### src/memory_size_partition_defines.svh
`ifndef MEMORY_SIZE_PARTITION_DEFINES_SVH
`define MEMORY_SIZE_PARTITION_DEFINES_SVH

// byte addresses on the register bus
`define DATA_RAM_SIZE_ADDR   4'h0
`define USER_FLASH_BASE_ADDR 4'h4

// user flash base field position
`define UFB_FIELD_MSB 19
`define UFB_FIELD_LSB 11
`define UFB_RESET     9'h000

// data ram size codes, in bytes
`define RAM_BYTES_16K  32'h0000_4000
`define RAM_BYTES_32K  32'h0000_8000
`define RAM_BYTES_64K  32'h0001_0000
`define RAM_BYTES_128K 32'h0002_0000

`endif

### src/memory_size_partition_pkg.sv
`default_nettype none
package memory_size_partition_pkg;
  typedef enum logic [1:0] {RAM_16K, RAM_32K, RAM_64K, RAM_128K} ram_size_e;

  typedef struct packed {
    logic        wait_req;
    logic [31:0] rdata;
    logic        kernel_only;
  } regs_state_s;

  typedef struct packed {
    logic [8:0] field;
  } base_state_s;
endpackage
`default_nettype wire

### src/flash_base_if.sv
`default_nettype none
interface flash_base_if;
  logic        we;
  logic [31:0] wdata;
  logic [3:0]  be;
  logic [31:0] value;
  modport ctrl  (output we, output wdata, output be, input value);
  modport store (input we, input wdata, input be, output value);
endinterface
`default_nettype wire

### src/flash_base_reg.sv
`include "memory_size_partition_defines.svh"
`default_nettype none
module flash_base_reg
  import memory_size_partition_pkg::*;
(
  input  wire logic   clock_i,
  input  wire logic   rst_b_i,
  flash_base_if.store port
);
  base_state_s state_q;
  base_state_s state_d;
  logic [31:0] merged;

  // only the field is stored, so fixed bits cannot be written
  assign port.value = {12'h000, state_q.field, 11'h000};

  always_comb begin
    state_d = state_q;
    merged  = port.value;
    if (port.be[1]) begin
      merged[15:8] = port.wdata[15:8];
    end
    if (port.be[2]) begin
      merged[23:16] = port.wdata[23:16];
    end
    if (port.we) begin
      state_d.field = merged[`UFB_FIELD_MSB:`UFB_FIELD_LSB];
    end
  end

  always_ff @(posedge clock_i or negedge rst_b_i) begin
    if (!rst_b_i) begin
      state_q.field <= `UFB_RESET;
    end else begin
      state_q <= state_d;
    end
  end

  fixed_bits_a: assert property (@(posedge clock_i) disable iff (!rst_b_i)
    port.value[31:20] == 12'h000 && port.value[10:0] == 11'h000)
    else $error("fixed bits of user flash base not zero");

  field_write_a: assert property (@(posedge clock_i) disable iff (!rst_b_i)
    port.we && port.be == 4'hf |=> port.value[19:11] == $past(port.wdata[19:11]))
    else $error("user flash base field did not take write data");

  field_hold_a: assert property (@(posedge clock_i) disable iff (!rst_b_i)
    !port.we |=> $stable(port.value))
    else $error("user flash base changed without a write");
endmodule
`default_nettype wire

### src/memory_size_partition_regs.sv
// Functional notes
// - data ram size reads fixed byte count: 0x4000 for 16 KB, 0x8000 for 32 KB.
// - larger parts read 0x10000 for 64 KB and 0x20000 for 128 KB.
// - user flash base bits 31..20 always read zero.
// - user flash base bits 19..11 are software read/write base address.
// - user flash base bits 10..0 read zero, giving 2 KB steps.
// - reset clears user flash base, leaving all memory to kernel mode.
//
// Implementation choices: the Avalon-MM slave port and the register addresses.
`include "memory_size_partition_defines.svh"
`default_nettype none
module memory_size_partition_regs
  import memory_size_partition_pkg::*;
#(
  parameter ram_size_e RAM_SIZE = RAM_128K
) (
  input  wire logic        clock_i,
  input  wire logic        rst_b_i,
  input  wire logic [3:0]  address_i,
  input  wire logic        read_i,
  input  wire logic        write_i,
  input  wire logic [31:0] writedata_i,
  input  wire logic [3:0]  byteenable_i,
  output logic [31:0]      readdata_o,
  output logic             waitrequest_o,
  output logic [31:0]      user_flash_base_o,
  output logic             kernel_only_o
);
  localparam logic [31:0] RAM_BYTES =
    (RAM_SIZE == RAM_16K) ? `RAM_BYTES_16K :
    (RAM_SIZE == RAM_32K) ? `RAM_BYTES_32K :
    (RAM_SIZE == RAM_64K) ? `RAM_BYTES_64K : `RAM_BYTES_128K;

  regs_state_s  state_q;
  regs_state_s  state_d;
  logic         commit;
  logic         sel_size;
  logic         sel_base;
  flash_base_if base_bus ();

  flash_base_reg u_base (
    .clock_i (clock_i),
    .rst_b_i (rst_b_i),
    .port    (base_bus)
  );

  // compare on the two index bits only, so both sides have the same width
  assign sel_size = address_i[3:2] == 2'(`DATA_RAM_SIZE_ADDR >> 2);
  assign sel_base = address_i[3:2] == 2'(`USER_FLASH_BASE_ADDR >> 2);
  // write lands on the edge where the master sees waitrequest low
  assign commit   = !state_q.wait_req && write_i;

  assign base_bus.we    = commit && sel_base;
  assign base_bus.wdata = writedata_i;
  assign base_bus.be    = byteenable_i;

  always_comb begin
    state_d             = state_q;
    state_d.kernel_only = base_bus.value == 32'h0000_0000;
    if (state_q.wait_req) begin
      if (read_i || write_i) begin
        state_d.wait_req = 1'b0;
        state_d.rdata    = 32'h0000_0000;
        if (read_i && sel_size) begin
          state_d.rdata = RAM_BYTES;
        end else if (read_i && sel_base) begin
          state_d.rdata = base_bus.value;
        end
      end
    end else begin
      // one answer per request; the master drops it after this edge
      state_d.wait_req = 1'b1;
    end
  end

  always_ff @(posedge clock_i or negedge rst_b_i) begin
    if (!rst_b_i) begin
      state_q.wait_req    <= 1'b1;
      state_q.rdata       <= 32'h0000_0000;
      state_q.kernel_only <= 1'b1;
    end else begin
      state_q <= state_d;
    end
  end

  assign readdata_o        = state_q.rdata;
  assign waitrequest_o     = state_q.wait_req;
  assign user_flash_base_o = base_bus.value;
  assign kernel_only_o     = state_q.kernel_only;

  ram_size_read_a: assert property (@(posedge clock_i) disable iff (!rst_b_i)
    read_i && !waitrequest_o && sel_size |-> readdata_o == RAM_BYTES)
    else $error("data ram size read wrong value");

  ram_size_legal_a: assert property (@(posedge clock_i) disable iff (!rst_b_i)
    read_i && !waitrequest_o && sel_size |-> readdata_o inside
      {`RAM_BYTES_16K, `RAM_BYTES_32K, `RAM_BYTES_64K, `RAM_BYTES_128K})
    else $error("data ram size not a legal code");

  base_read_zero_a: assert property (@(posedge clock_i) disable iff (!rst_b_i)
    read_i && !waitrequest_o && sel_base |->
      readdata_o[31:20] == 12'h000 && readdata_o[10:0] == 11'h000)
    else $error("user flash base read nonzero fixed bits");

  base_reset_a: assert property (@(posedge clock_i)
    $rose(rst_b_i) |-> user_flash_base_o == 32'h0000_0000 && kernel_only_o)
    else $error("user flash base not cleared by reset");

  size_write_a: assert property (@(posedge clock_i) disable iff (!rst_b_i)
    commit && sel_size |=> $stable(user_flash_base_o))
    else $error("write to data ram size disturbed user flash base");

  answer_time_a: assert property (@(posedge clock_i) disable iff (!rst_b_i)
    (read_i || write_i) && waitrequest_o |=> !waitrequest_o ##1 waitrequest_o)
    else $error("bus answer not after exactly one wait cycle");

  // an idle bus leaves the slave stalling
  wait_idle_a: assert property (
    @(posedge clock_i) disable iff (!rst_b_i)
    !read_i && !write_i && waitrequest_o
    |=> waitrequest_o)
    else $error("waitrequest dropped with no request");

  // the answer stands one cycle only, so a held request is not taken twice
  wait_single_a: assert property (
    @(posedge clock_i) disable iff (!rst_b_i)
    !waitrequest_o
    |=> waitrequest_o)
    else $error("waitrequest low for more than one cycle");

  // reset leaves the bus stalled with no stale read data
  wait_reset_a: assert property (
    @(posedge clock_i)
    $rose(rst_b_i)
    |-> waitrequest_o && readdata_o == 32'h0000_0000)
    else $error("bus outputs not at reset values after reset");

  // read data only move together with an answer
  rdata_hold_a: assert property (
    @(posedge clock_i) disable iff (!rst_b_i)
    $changed(readdata_o)
    |-> $fell(waitrequest_o))
    else $error("read data changed without an answer");

  // unmapped reads answer with zero rather than leftover data
  rdata_unmapped_a: assert property (
    @(posedge clock_i) disable iff (!rst_b_i)
    read_i && !waitrequest_o && !sel_size && !sel_base
    |-> readdata_o == 32'h0000_0000)
    else $error("unmapped read returned nonzero data");

  // a write answer carries no read data
  write_rdata_a: assert property (
    @(posedge clock_i) disable iff (!rst_b_i)
    write_i && !waitrequest_o
    |-> readdata_o == 32'h0000_0000)
    else $error("write answer carried read data");

  // no write can land between the taking edge and the answer
  base_read_match_a: assert property (
    @(posedge clock_i) disable iff (!rst_b_i)
    read_i && !waitrequest_o && sel_base
    |-> readdata_o == $past(user_flash_base_o))
    else $error("user flash base read differs from stored value");

  base_fixed_out_a: assert property (
    @(posedge clock_i) disable iff (!rst_b_i)
    1'b1
    |-> user_flash_base_o[31:20] == 12'h000 && user_flash_base_o[10:0] == 11'h000)
    else $error("user flash base output has nonzero fixed bits");

  unmapped_write_a: assert property (
    @(posedge clock_i) disable iff (!rst_b_i)
    write_i && !waitrequest_o && !sel_base
    |=> $stable(user_flash_base_o))
    else $error("write elsewhere disturbed user flash base");

  base_change_a: assert property (
    @(posedge clock_i) disable iff (!rst_b_i)
    $changed(user_flash_base_o)
    |-> $past(base_bus.we))
    else $error("user flash base changed without a committed write");

  lane_one_write_a: assert property (
    @(posedge clock_i) disable iff (!rst_b_i)
    write_i && !waitrequest_o && sel_base && byteenable_i[1]
    |=> user_flash_base_o[15:11] == $past(writedata_i[15:11]))
    else $error("user flash base bits 15 to 11 did not take write data");

  lane_two_write_a: assert property (
    @(posedge clock_i) disable iff (!rst_b_i)
    write_i && !waitrequest_o && sel_base && byteenable_i[2]
    |=> user_flash_base_o[19:16] == $past(writedata_i[19:16]))
    else $error("user flash base bits 19 to 16 did not take write data");

  lane_one_hold_a: assert property (
    @(posedge clock_i) disable iff (!rst_b_i)
    write_i && !waitrequest_o && sel_base && !byteenable_i[1]
    |=> user_flash_base_o[15:11] == $past(user_flash_base_o[15:11]))
    else $error("disabled lane one changed user flash base");

  lane_two_hold_a: assert property (
    @(posedge clock_i) disable iff (!rst_b_i)
    write_i && !waitrequest_o && sel_base && !byteenable_i[2]
    |=> user_flash_base_o[19:16] == $past(user_flash_base_o[19:16]))
    else $error("disabled lane two changed user flash base");

  // the flag lags the base by one cycle, since it is registered
  kernel_flag_a: assert property (
    @(posedge clock_i) disable iff (!rst_b_i)
    1'b1
    |-> kernel_only_o == ($past(user_flash_base_o) == 32'h0000_0000))
    else $error("kernel only flag does not follow user flash base");
endmodule
`default_nettype wire

### config.mk
export PLATFORM = sky130hd
export DESIGN_NAME = memory_size_partition_regs
export DESIGN_NICKNAME = d
export VERILOG_FILES = /design/src/memory_size_partition_pkg.sv /design/src/flash_base_if.sv /design/src/flash_base_reg.sv /design/src/memory_size_partition_regs.sv
export VERILOG_INCLUDE_DIRS = /design/src /design/src/src
export SDC_FILE = /design/constraint.sdc
export NUM_CORES = 1
export LEC_CHECK = 0
export BUFFER_PORTS_ARGS = -buffer_cell sky130_fd_sc_hd__buf_4
export CAP_MARGIN = 0
export CORE_MARGIN = 2
export CORE_UTILIZATION = 25
export DETAILED_ROUTE_END_ITERATION = 8
export HOLD_SLACK_MARGIN = 0.06
export SYNTH_ARGS = -nofsm -noshare
export SYNTH_HDL_FRONTEND = slang
export SYNTH_HIERARCHICAL = 1
export SYNTH_SLANG_ARGS = --single-unit
### constraint.sdc
create_clock -name clock_i -period 1.7 [get_ports clock_i]
set_input_delay 0.17 -clock clock_i [delete_from_list [all_inputs] [get_ports clock_i]]
set_output_delay 0.17 -clock clock_i [all_outputs]
set_load 0.005 [all_outputs]
==> results.toml, run 1 <==
[outcome]
status = "finished, final reports clean"

[synth]
synth_cell_types = 19
ys_warn_count = 6
avgSynthCellArea_um2 = 13.6
ys_seq_area_share_pct = 59.2
synth_edf_count = 0
synthArstFlopShare_pct = 100
synth_cells = 134
ys_seq_elements = 43
syn_area_um2 = 1820
synth_flop_cell = "dfrtp_1"

[floorplan]
die_y_um = 89.4
start_util_pct = 25.5
std_cell_rows = 31
die-area_um2 = 7990
die_w_um = 89.4
ioPinCount = 110
core_area_um2 = 7140

[flow_run]
cap_violations = 0

[grt]
track_usage_pct = 10.6
antenna_found_initial = 0
grt_pass1_vias = 1208
grt_overflow = 0
grt_max_degree = 44
grt_pass1_wl_um = 6350

[place]
place.gp.congestion = 0.679
io_buffers = 59
post-dp-hpwl_um = 3010

[setup_path]
critPathMaxFanout = 5
cp.required_ps = 1880
endpoint_kind = "register"
worstSetupPathType = "register to register"
start_kind = "register"
arrival_ps = 1620

[detailed_routing]
num_vias = 1256
drtAntennaViolNets = 0
via_per_inst = 4.26
wire_per_inst_um = 14.2
finalWirelength_um = 4200
firstDrtPassIters = 3
drc = 0
dr.first_iter.drc_count = 30

[sta]
tightest_slew_ps = 543
rsz0062_at_grt = "false"
setup-tns-final_ps = 0
hold_violations = 0
finalHoldWorstSlack_ps = 108
maxSlewHeadroom_pct = 63.8
slew_viol_final = 0
setup_viol = 0
final.period_utilization_pct = 84.8
max_freq_mhz = 694
fin_crit_ps = 1440
clock-skew-final_ps = 4.16

[clocking]
cts_buffer_depth = 2
numCtsBuffers = 5
ctsResizeCount = 0
cts_max_level = 2
cts_tree = "built"
numClockSinks = 43
cts.clk_slew.worst_paths_ps = 80
worst_skew_pair.late_latency_ps = 290
root_buffer = "clkbuf_8"

[power]
vdd_drop_max_mv = 0.374
powerDensity_nw_per_um2 = 987
p_leak_nw = 1.19

[layout]
nets = 240
n_antenna_cell = 0
drive_gt1_share_pct = 42.3
area_growth_pct = 28.8

[worst_hold_path]
min_path_type = "primary input to register"
==> worst max-delay path, stage by stage, from the launching register on <==
cell	delay (ps)
dfstp_2	580
and4bb_2	280
nand2_2	140
mux2_2	340
==> state kept, by name (all words and copies together), names as in the netlist <==
name / count
waitrequest_o: 1
readdata_o: 32
kernel_only_o: 1
u_base/state_q: 9
==> cell families after synthesis <==
kind of cell	share of synthesized area (%)
flops	59.2
compound gates	15.5
other cells	0.206
simple gates	6.80
buf+inv	12.8
mux	5.56
==> final cells by class <==
type | instances | area (um^2)
fillers | 767 | 4790
flip-flops and latches | 43 | 1080
multi-input cells | 83 | 593
repair buffers | 63 | 475
well taps | 99 | 124
clock buffers | 7 | 76.3
==> repair_timing <==
item                                   CTS  global route
endpoints found under the hold margin   41             0
buffers inserted                         0             0
hold buffers                             1             0
==> final timing paths <==
path / start / endpoint / slack, ps / cells past startpoint
worst max-delay path: waitrequest_o / u_base/state_q[2] / 260 / 3
worst min-delay path: writedata_i[12] / u_base/state_q[1] / 110 / 2
worst max register to register: waitrequest_o / u_base/state_q[2] / 260 / 3
worst min register to register: readdata_o[17] / readdata_o[17] / 480 / 2
max in group asynchronous: rst_b_i / waitrequest_o / 910 / 2
min in group asynchronous: rst_b_i / readdata_o[28] / 420 / 2
==> Yosys cell counts, types with 2 or more instances <==
cell,instances,area [um^2]
dfstp_2,2,52.6
nor4_1,8,50.1
mux2_2,9,101
buf_6,4,45.0
nand2_1,2,7.51
buf_4,23,173
dfrtp_1,41,1030
buf_2,3,15.0
a22o_1,30,263
nand4_1,2,12.5
nand2_2,2,12.5
==> metrics by stage <==
| step | area (um^2) | total power, mW | util [%] | worst slack (ps) | std cells |
|---|---|---|---|---|---|
| global route | 2350 | 2.45 | 32.9 | 191 | 295 |
| finish | 2350 | 2.32 | 32.9 | 259 | 295 |
| CTS | 2350 | 2.35 | 32.9 | 246 | 295 |
| global placement | 2260 | 1.72 | 31.7 | 258 | 287 |
| detailed placement | 2260 | 1.72 | 31.7 | 259 | 287 |
| floorplan | 1900 | 1.48 | - | 333 | 156 |
==> placed cells by master, fill, tap and decap left out, drive strengths merged <==
cell type and n:
a22o 31, and4b 1, and4bb 1, buf 62, clkbuf 7, conb 23, dfrtp 41, dfstp 2
dlygate4sd3 1, mux2 9, nand2 4, nand2b 1, nand4 2, nand4b 1, nor2 1, nor4 8
o21ai 1
==> layer usage <==
metal | share of wire (%) | global-route usage [%] | vias to the layer above
met2 | 45 | 15.7 | 56
met5 | 0 | 0 | -
li1 | - | - | 574
met4 | 1.1 | 3.26 | 0
met3 | 7.5 | 4.16 | 5
met1 | 47 | 14.4 | 621
==> report_power, final <==
part,total (mW),leakage [nW],switching [mW],internal (mW)
clock network,0.612,0.0383,0.328,0.283
logic,0.457,0.579,0.191,0.265
registers,1.25,0.568,0.104,1.14
total,2.32,1.19,0.624,1.69
Note: power is estimated with default switching activity, not from simulation.
==> inputs of run 2 (changes only) <==
Clock period 1.7 ns to 1.2 ns, I/O delays scaled along.
==> results.toml, run 2 (synthesis results as in run 1) <==
[setup_path]
endpoint_kind = "register"
crit_chain = "and4bb_4, nand2_8, mux2_4"
cp.required_ps = 1380
crit_path_top_delay_cell = "dfstp_2"
worstSetupPathType = "register to register"
arrival_ps = 1450
critPathTopFamily = "flip-flops"
critPathMaxFanout = 5
cp.buffers_inverters = 0
start_kind = "register"
regToRegSetupSlack_ps = -70
rr_worst_depth = 3
slowest_delay_ps = 540
crit_cells = 3

[power]
seqPwrFrac_pct = 46.3
clkPwrFrac_pct = 30.5
p_leak_nw = 1.36
vdd_drop_max_mv = 0.541
p_int_mw = 2.84
p_sw_share_pct = 25.2
combPwrFrac_pct = 23.2
powerDensity_nw_per_um2 = 1430
p_sw_mw = 0.956

[flow_run]
cap_violations = 0

[detailed_routing]
dr.first_iter.drc_count = 19
num_vias = 1320
via_per_inst = 4.19
firstDrtPassIters = 3
drtAntennaViolNets = 0
drc = 0
wire_per_inst_um = 14.2
finalWirelength_um = 4460

[sta]
max_freq_mhz = 785
tightest_slew_ps = 554
final.period_utilization_pct = 106
layout_setup_ws_ps = -74.1
rsz0062_at_grt = "true"
fin_crit_ps = 1270
maxSlewHeadroom_pct = 63.1
slew_viol_final = 0
setup_viol = 40
clock-skew-final_ps = 5.77
hold_violations = 0

[layout]
largest_register_ffs = 32
area_growth_pct = 45.7
fillers = 739
n_antenna_cell = 0
drive_gt1_share_pct = 45.4
nets = 259
final_cell_mix = "68 x buf_4, 41 x dfrtp_1, 30 x a22o_1"
layout.cells.non_filler = 315
final_common_cell = "buf_4"

[grt]
grt_pass1_wl_um = 6600
track_usage_pct = 11.3
antenna_found_initial = 0
grt_pass1_vias = 1267
grt_overflow = 0
grt_max_degree = 44

[floorplan]
die-area_um2 = 7990
std_cell_rows = 31
ioPinCount = 110
die_y_um = 89.4
core_area_um2 = 7140
start_util_pct = 25.5
die_w_um = 89.4

[clocking]
root_buffer = "clkbuf_8"
cts_max_level = 2
cts.clk_slew.worst_paths_ps = 80
numCtsBuffers = 5
cts_buffer_depth = 2
numClockSinks = 43
cts_setup_buffers = 0
cts_tree = "built"
worst_skew_pair.late_latency_ps = 290

[worst_hold_path]
min_path_type = "primary input to register"
hold_path_depth = 3

[place]
pre_cts_ws_ps = -141
place.gp.congestion = 0.688
post-dp-hpwl_um = 3190
dpl.cell_count = 296
io_buffers = 59

[outcome]
status = "complete, but fails checks"
violations = "negative setup slack"
-- run 2: cell types whose count changed in the layout (fill, tap and decap cells not counted), moves of 3 or more --
cell           before  now
dlygate4sd3_1       1   10
mux2_2              9    0
mux2_4              0    9
buf_4              62   68
buf_6               0    3
-- run 2: path summary, 6_finish.rpt --
| kind | start | end |
|---|---|---|
| max in group asynchronous | rst_b_i | readdata_o[7] |
| max reg2reg | waitrequest_o | u_base/state_q[3] |
| min reg2reg | readdata_o[17] | readdata_o[17] |
| min in group asynchronous | rst_b_i | readdata_o[27] |
| min | address_i[3] | readdata_o[17] |
| max | waitrequest_o | u_base/state_q[3] |
-- run 2: through the flow --
| stage | power (mW) | TNS, ps | area (um^2) | utilization, % | hold WS (ps) |
|---|---|---|---|---|---|
| 2_1_floorplan | 2.15 | -1220 | 1950 | - | -176 |
| 3_3_place_gp | 2.59 | -2040 | 2380 | 33.4 | 148 |
| 3_5_place_dp | 2.60 | -1910 | 2380 | 33.4 | 151 |
| 4_1_cts | 3.83 | -2810 | 2630 | 36.8 | 85.4 |
| 5_1_grt | 4.02 | -3670 | 2650 | 37.2 | 131 |
| 6_report | 3.79 | -1890 | 2650 | 37.2 | 95.5 |
-- run 2: power groups by stage --
| stage | Clock (mW) | Combinational [mW] | Sequential [mW] |
|---|---|---|---|
| 2_1_floorplan | 0 | 0.364 | 1.79 |
| 3_3_place_gp | 0 | 0.817 | 1.77 |
| 3_5_place_dp | 0 | 0.823 | 1.78 |
| 4_1_cts | 1.21 | 0.873 | 1.75 |
| 5_1_grt | 1.27 | 0.969 | 1.78 |
| 6_report | 1.16 | 0.880 | 1.76 |
-- run 2: layout make-up --
cell class	instances	area [um^2]	share of cell area, %
Timing Repair Buffer	82	664	25.0
Multi-Input combinational cell	83	669	25.2
Tap cell	99	124	4.67
Sequential cell	43	1080	40.6
Clock buffer	6	82.6	3.11
Clock inverter	2	35.0	1.32
-- run 2: repair_timing --
action	4_1_cts	5_1_grt
endpoints found under the hold margin	50	0
cloned	1	0
gates resized for setup	5	4
pin swaps	1	2
hold buffers	10	0
endpoints found under the setup margin	40	42
-- run 2: worst min-delay path, cell delays in order --
cell and delay, ps:
buf_4 80, nand4b_1 100, nand2_1 50
-- run 2: layer usage --
layer  track usage (%)  vias up  share of wire (%)
met5                 0        -                  0
met4              2.85        0               0.65
met3              3.79        4                7.2
met2              17.6       54                 48
met1              15.2      644                 44
li1                  -      618                  -
==> inputs of run 3 (changes only) <==
Clock period 1.2 ns to 1.5 ns, I/O delays scaled along.
==> results.toml, run 3 (synthesis results as in run 1) <==
[sta]
clock-skew-final_ps = 6.92
setup-tns-final_ps = 0
slew_viol_final = 0
setup_viol = 0
tightest_slew_ps = 550
fin_crit_ps = 1400
hold_violations = 0
max_freq_mhz = 713
maxSlewHeadroom_pct = 63.4
final.period_utilization_pct = 93.5
rsz0062_at_grt = "false"

[setup_path]
critPathMaxFanout = 5
crit_path_top_delay_cell = "dfstp_2"
reg2reg_to = "u_base/state_q[3]"
slowest_delay_ps = 540
cp-startpoint = "waitrequest_o"
worstSetupPathType = "register to register"
arrival_ps = 1590
crit_chain = "and4bb_2, nand2_2, mux2_2"
endpoint_kind = "register"
rr_worst_depth = 3
crit_cells = 3
endpoint = "u_base/state_q[3]"
critPathTopFamily = "flip-flops"
regToRegSetupSlack_ps = 100
start_kind = "register"
cp.required_ps = 1680
cp.buffers_inverters = 0
r2r_start = "waitrequest_o"

[place]
io_buffers = 59
place.gp.congestion = 0.690
dpl.cell_count = 287
placed_area_um2 = 2290
post-dp-hpwl_um = 2960

[power]
seqPwrFrac_pct = 52.1
combPwrFrac_pct = 19.9
p_leak_nw = 1.20
vdd_drop_max_mv = 0.464
clkPwrFrac_pct = 28.0
p_sw_mw = 0.722
p_total_mw = 2.70
powerDensity_nw_per_um2 = 1130
p_sw_share_pct = 26.7
p_int_mw = 1.98

[detailed_routing]
wl_met3_um = 333
firstDrtPassIters = 4
finalWirelength_um = 4230
num_vias = 1277
dr.first_iter.drc_count = 44
dr.max_layer_used = "met4"
via_per_inst = 4.31
wire_per_inst_um = 14.3
wl_met1_um = 1960
wl_met2_um = 1890
drc = 0
drtAntennaViolNets = 0

[layout]
ff_latch_area_um2 = 1080
n_antenna_cell = 0
design_area_um2 = 2390
final_cell_mix = "60 x buf_4, 41 x dfrtp_1, 30 x a22o_1"
area_growth_pct = 31.0
multi_input_area_um2 = 593
final_common_cell = "buf_4"
layout.cells.non_filler = 296
nets = 240
largest_register_ffs = 32
fillers = 765
drive_gt1_share_pct = 43.1

[clocking]
cts.clk_slew.worst_paths_ps = 80
numClockSinks = 43
worst_skew_pair.late_latency_ps = 290
root_buffer = "clkbuf_8"
cts_buffer_depth = 2
cts_tree = "built"
numCtsBuffers = 5
cts_max_level = 2

[outcome]
status = "finished, final reports clean"

[floorplan]
std_cell_rows = 31
core_area_um2 = 7140
die_w_um = 89.4
die_y_um = 89.4
ioPinCount = 110
start_util_pct = 25.5
die-area_um2 = 7990

[grt]
antenna_found_initial = 0
grt_pass1_vias = 1250
grt_overflow = 0
grt_pass1_wl_um = 6350
grt_max_degree = 44
track_usage_pct = 10.8

[worst_hold_path]
min_path_type = "primary input to register"

[flow_run]
cap_violations = 0
==> run 3: changes by cell type in the layout (fill, tap and decap cells not counted), sizes merged <==
cell / before / now
clkbuf: 6 / 7
buf: 72 / 62
dlygate4sd3: 10 / 1
bufinv: 1 / 0
==> run 3: power groups by stage <==
stage               clock, mW  sequential [mW]  combinational (mW)
detailed placement          0             1.43               0.535
finish                  0.756             1.41               0.538
floorplan                   0             1.42               0.250
global route            0.838             1.43               0.594
CTS                     0.798             1.41               0.538
global placement            0             1.43               0.529
==> run 3: how the worst min path moves through the flow <==
stage / slack (ps) / endpoint / start / cells past startpoint
after floorplan: -150 / readdata_o[0] / rst_b_i / 0
after global placement: 180 / readdata_o[27] / rst_b_i / 1
after detailed placement: 180 / readdata_o[28] / rst_b_i / 1
after CTS: 70 / u_base/state_q[6] / writedata_i[17] / 2
after global routing: 70 / u_base/state_q[0] / writedata_i[11] / 2
final: 80 / u_base/state_q[6] / writedata_i[17] / 2
==> run 3: stage by stage <==
| stage | hold slack [ps] | setup slack [ps] | utilization (%) |
|---|---|---|---|
| CTS | 73.4 | 84.5 | 33.5 |
| global route | 69.8 | 44.0 | 33.5 |
| detailed placement | 183 | 105 | 32.0 |
| floorplan | -146 | 133 | - |
| finish | 84.0 | 97.0 | 33.5 |
| global placement | 182 | 107 | 32.0 |
==> run 3: what timing repair did <==
item / in CTS / in global routing
hold buffers: 1 / 0
gates resized for setup: 0 / 0
buffers inserted: 0 / 0
hold endpoints to repair: 41 / 0
endpoints found under the setup margin: 0 / 0
==> run 3: final cells by class <==
class	instances	share of cell area (%)
Multi-Input combinational cell	83	24.8
Sequential cell	43	45.2
Tap cell	99	5.19
Timing Repair Buffer	63	21.0
Clock inverter	1	0.210
Clock buffer	7	3.62
==> run 3: per-layer routing <==
metal	vias up	global-route usage (%)
met1	628	14.3
met3	6	4.16
met5	-	0
li1	583	-
met2	60	16.3
met4	0	3.66
==> run 3: worst reg2reg max path, cell delays in order, from the launching register on <==
cell and delay, ps:
dfstp_2 540, and4bb_2 260, nand2_2 150, mux2_2 350
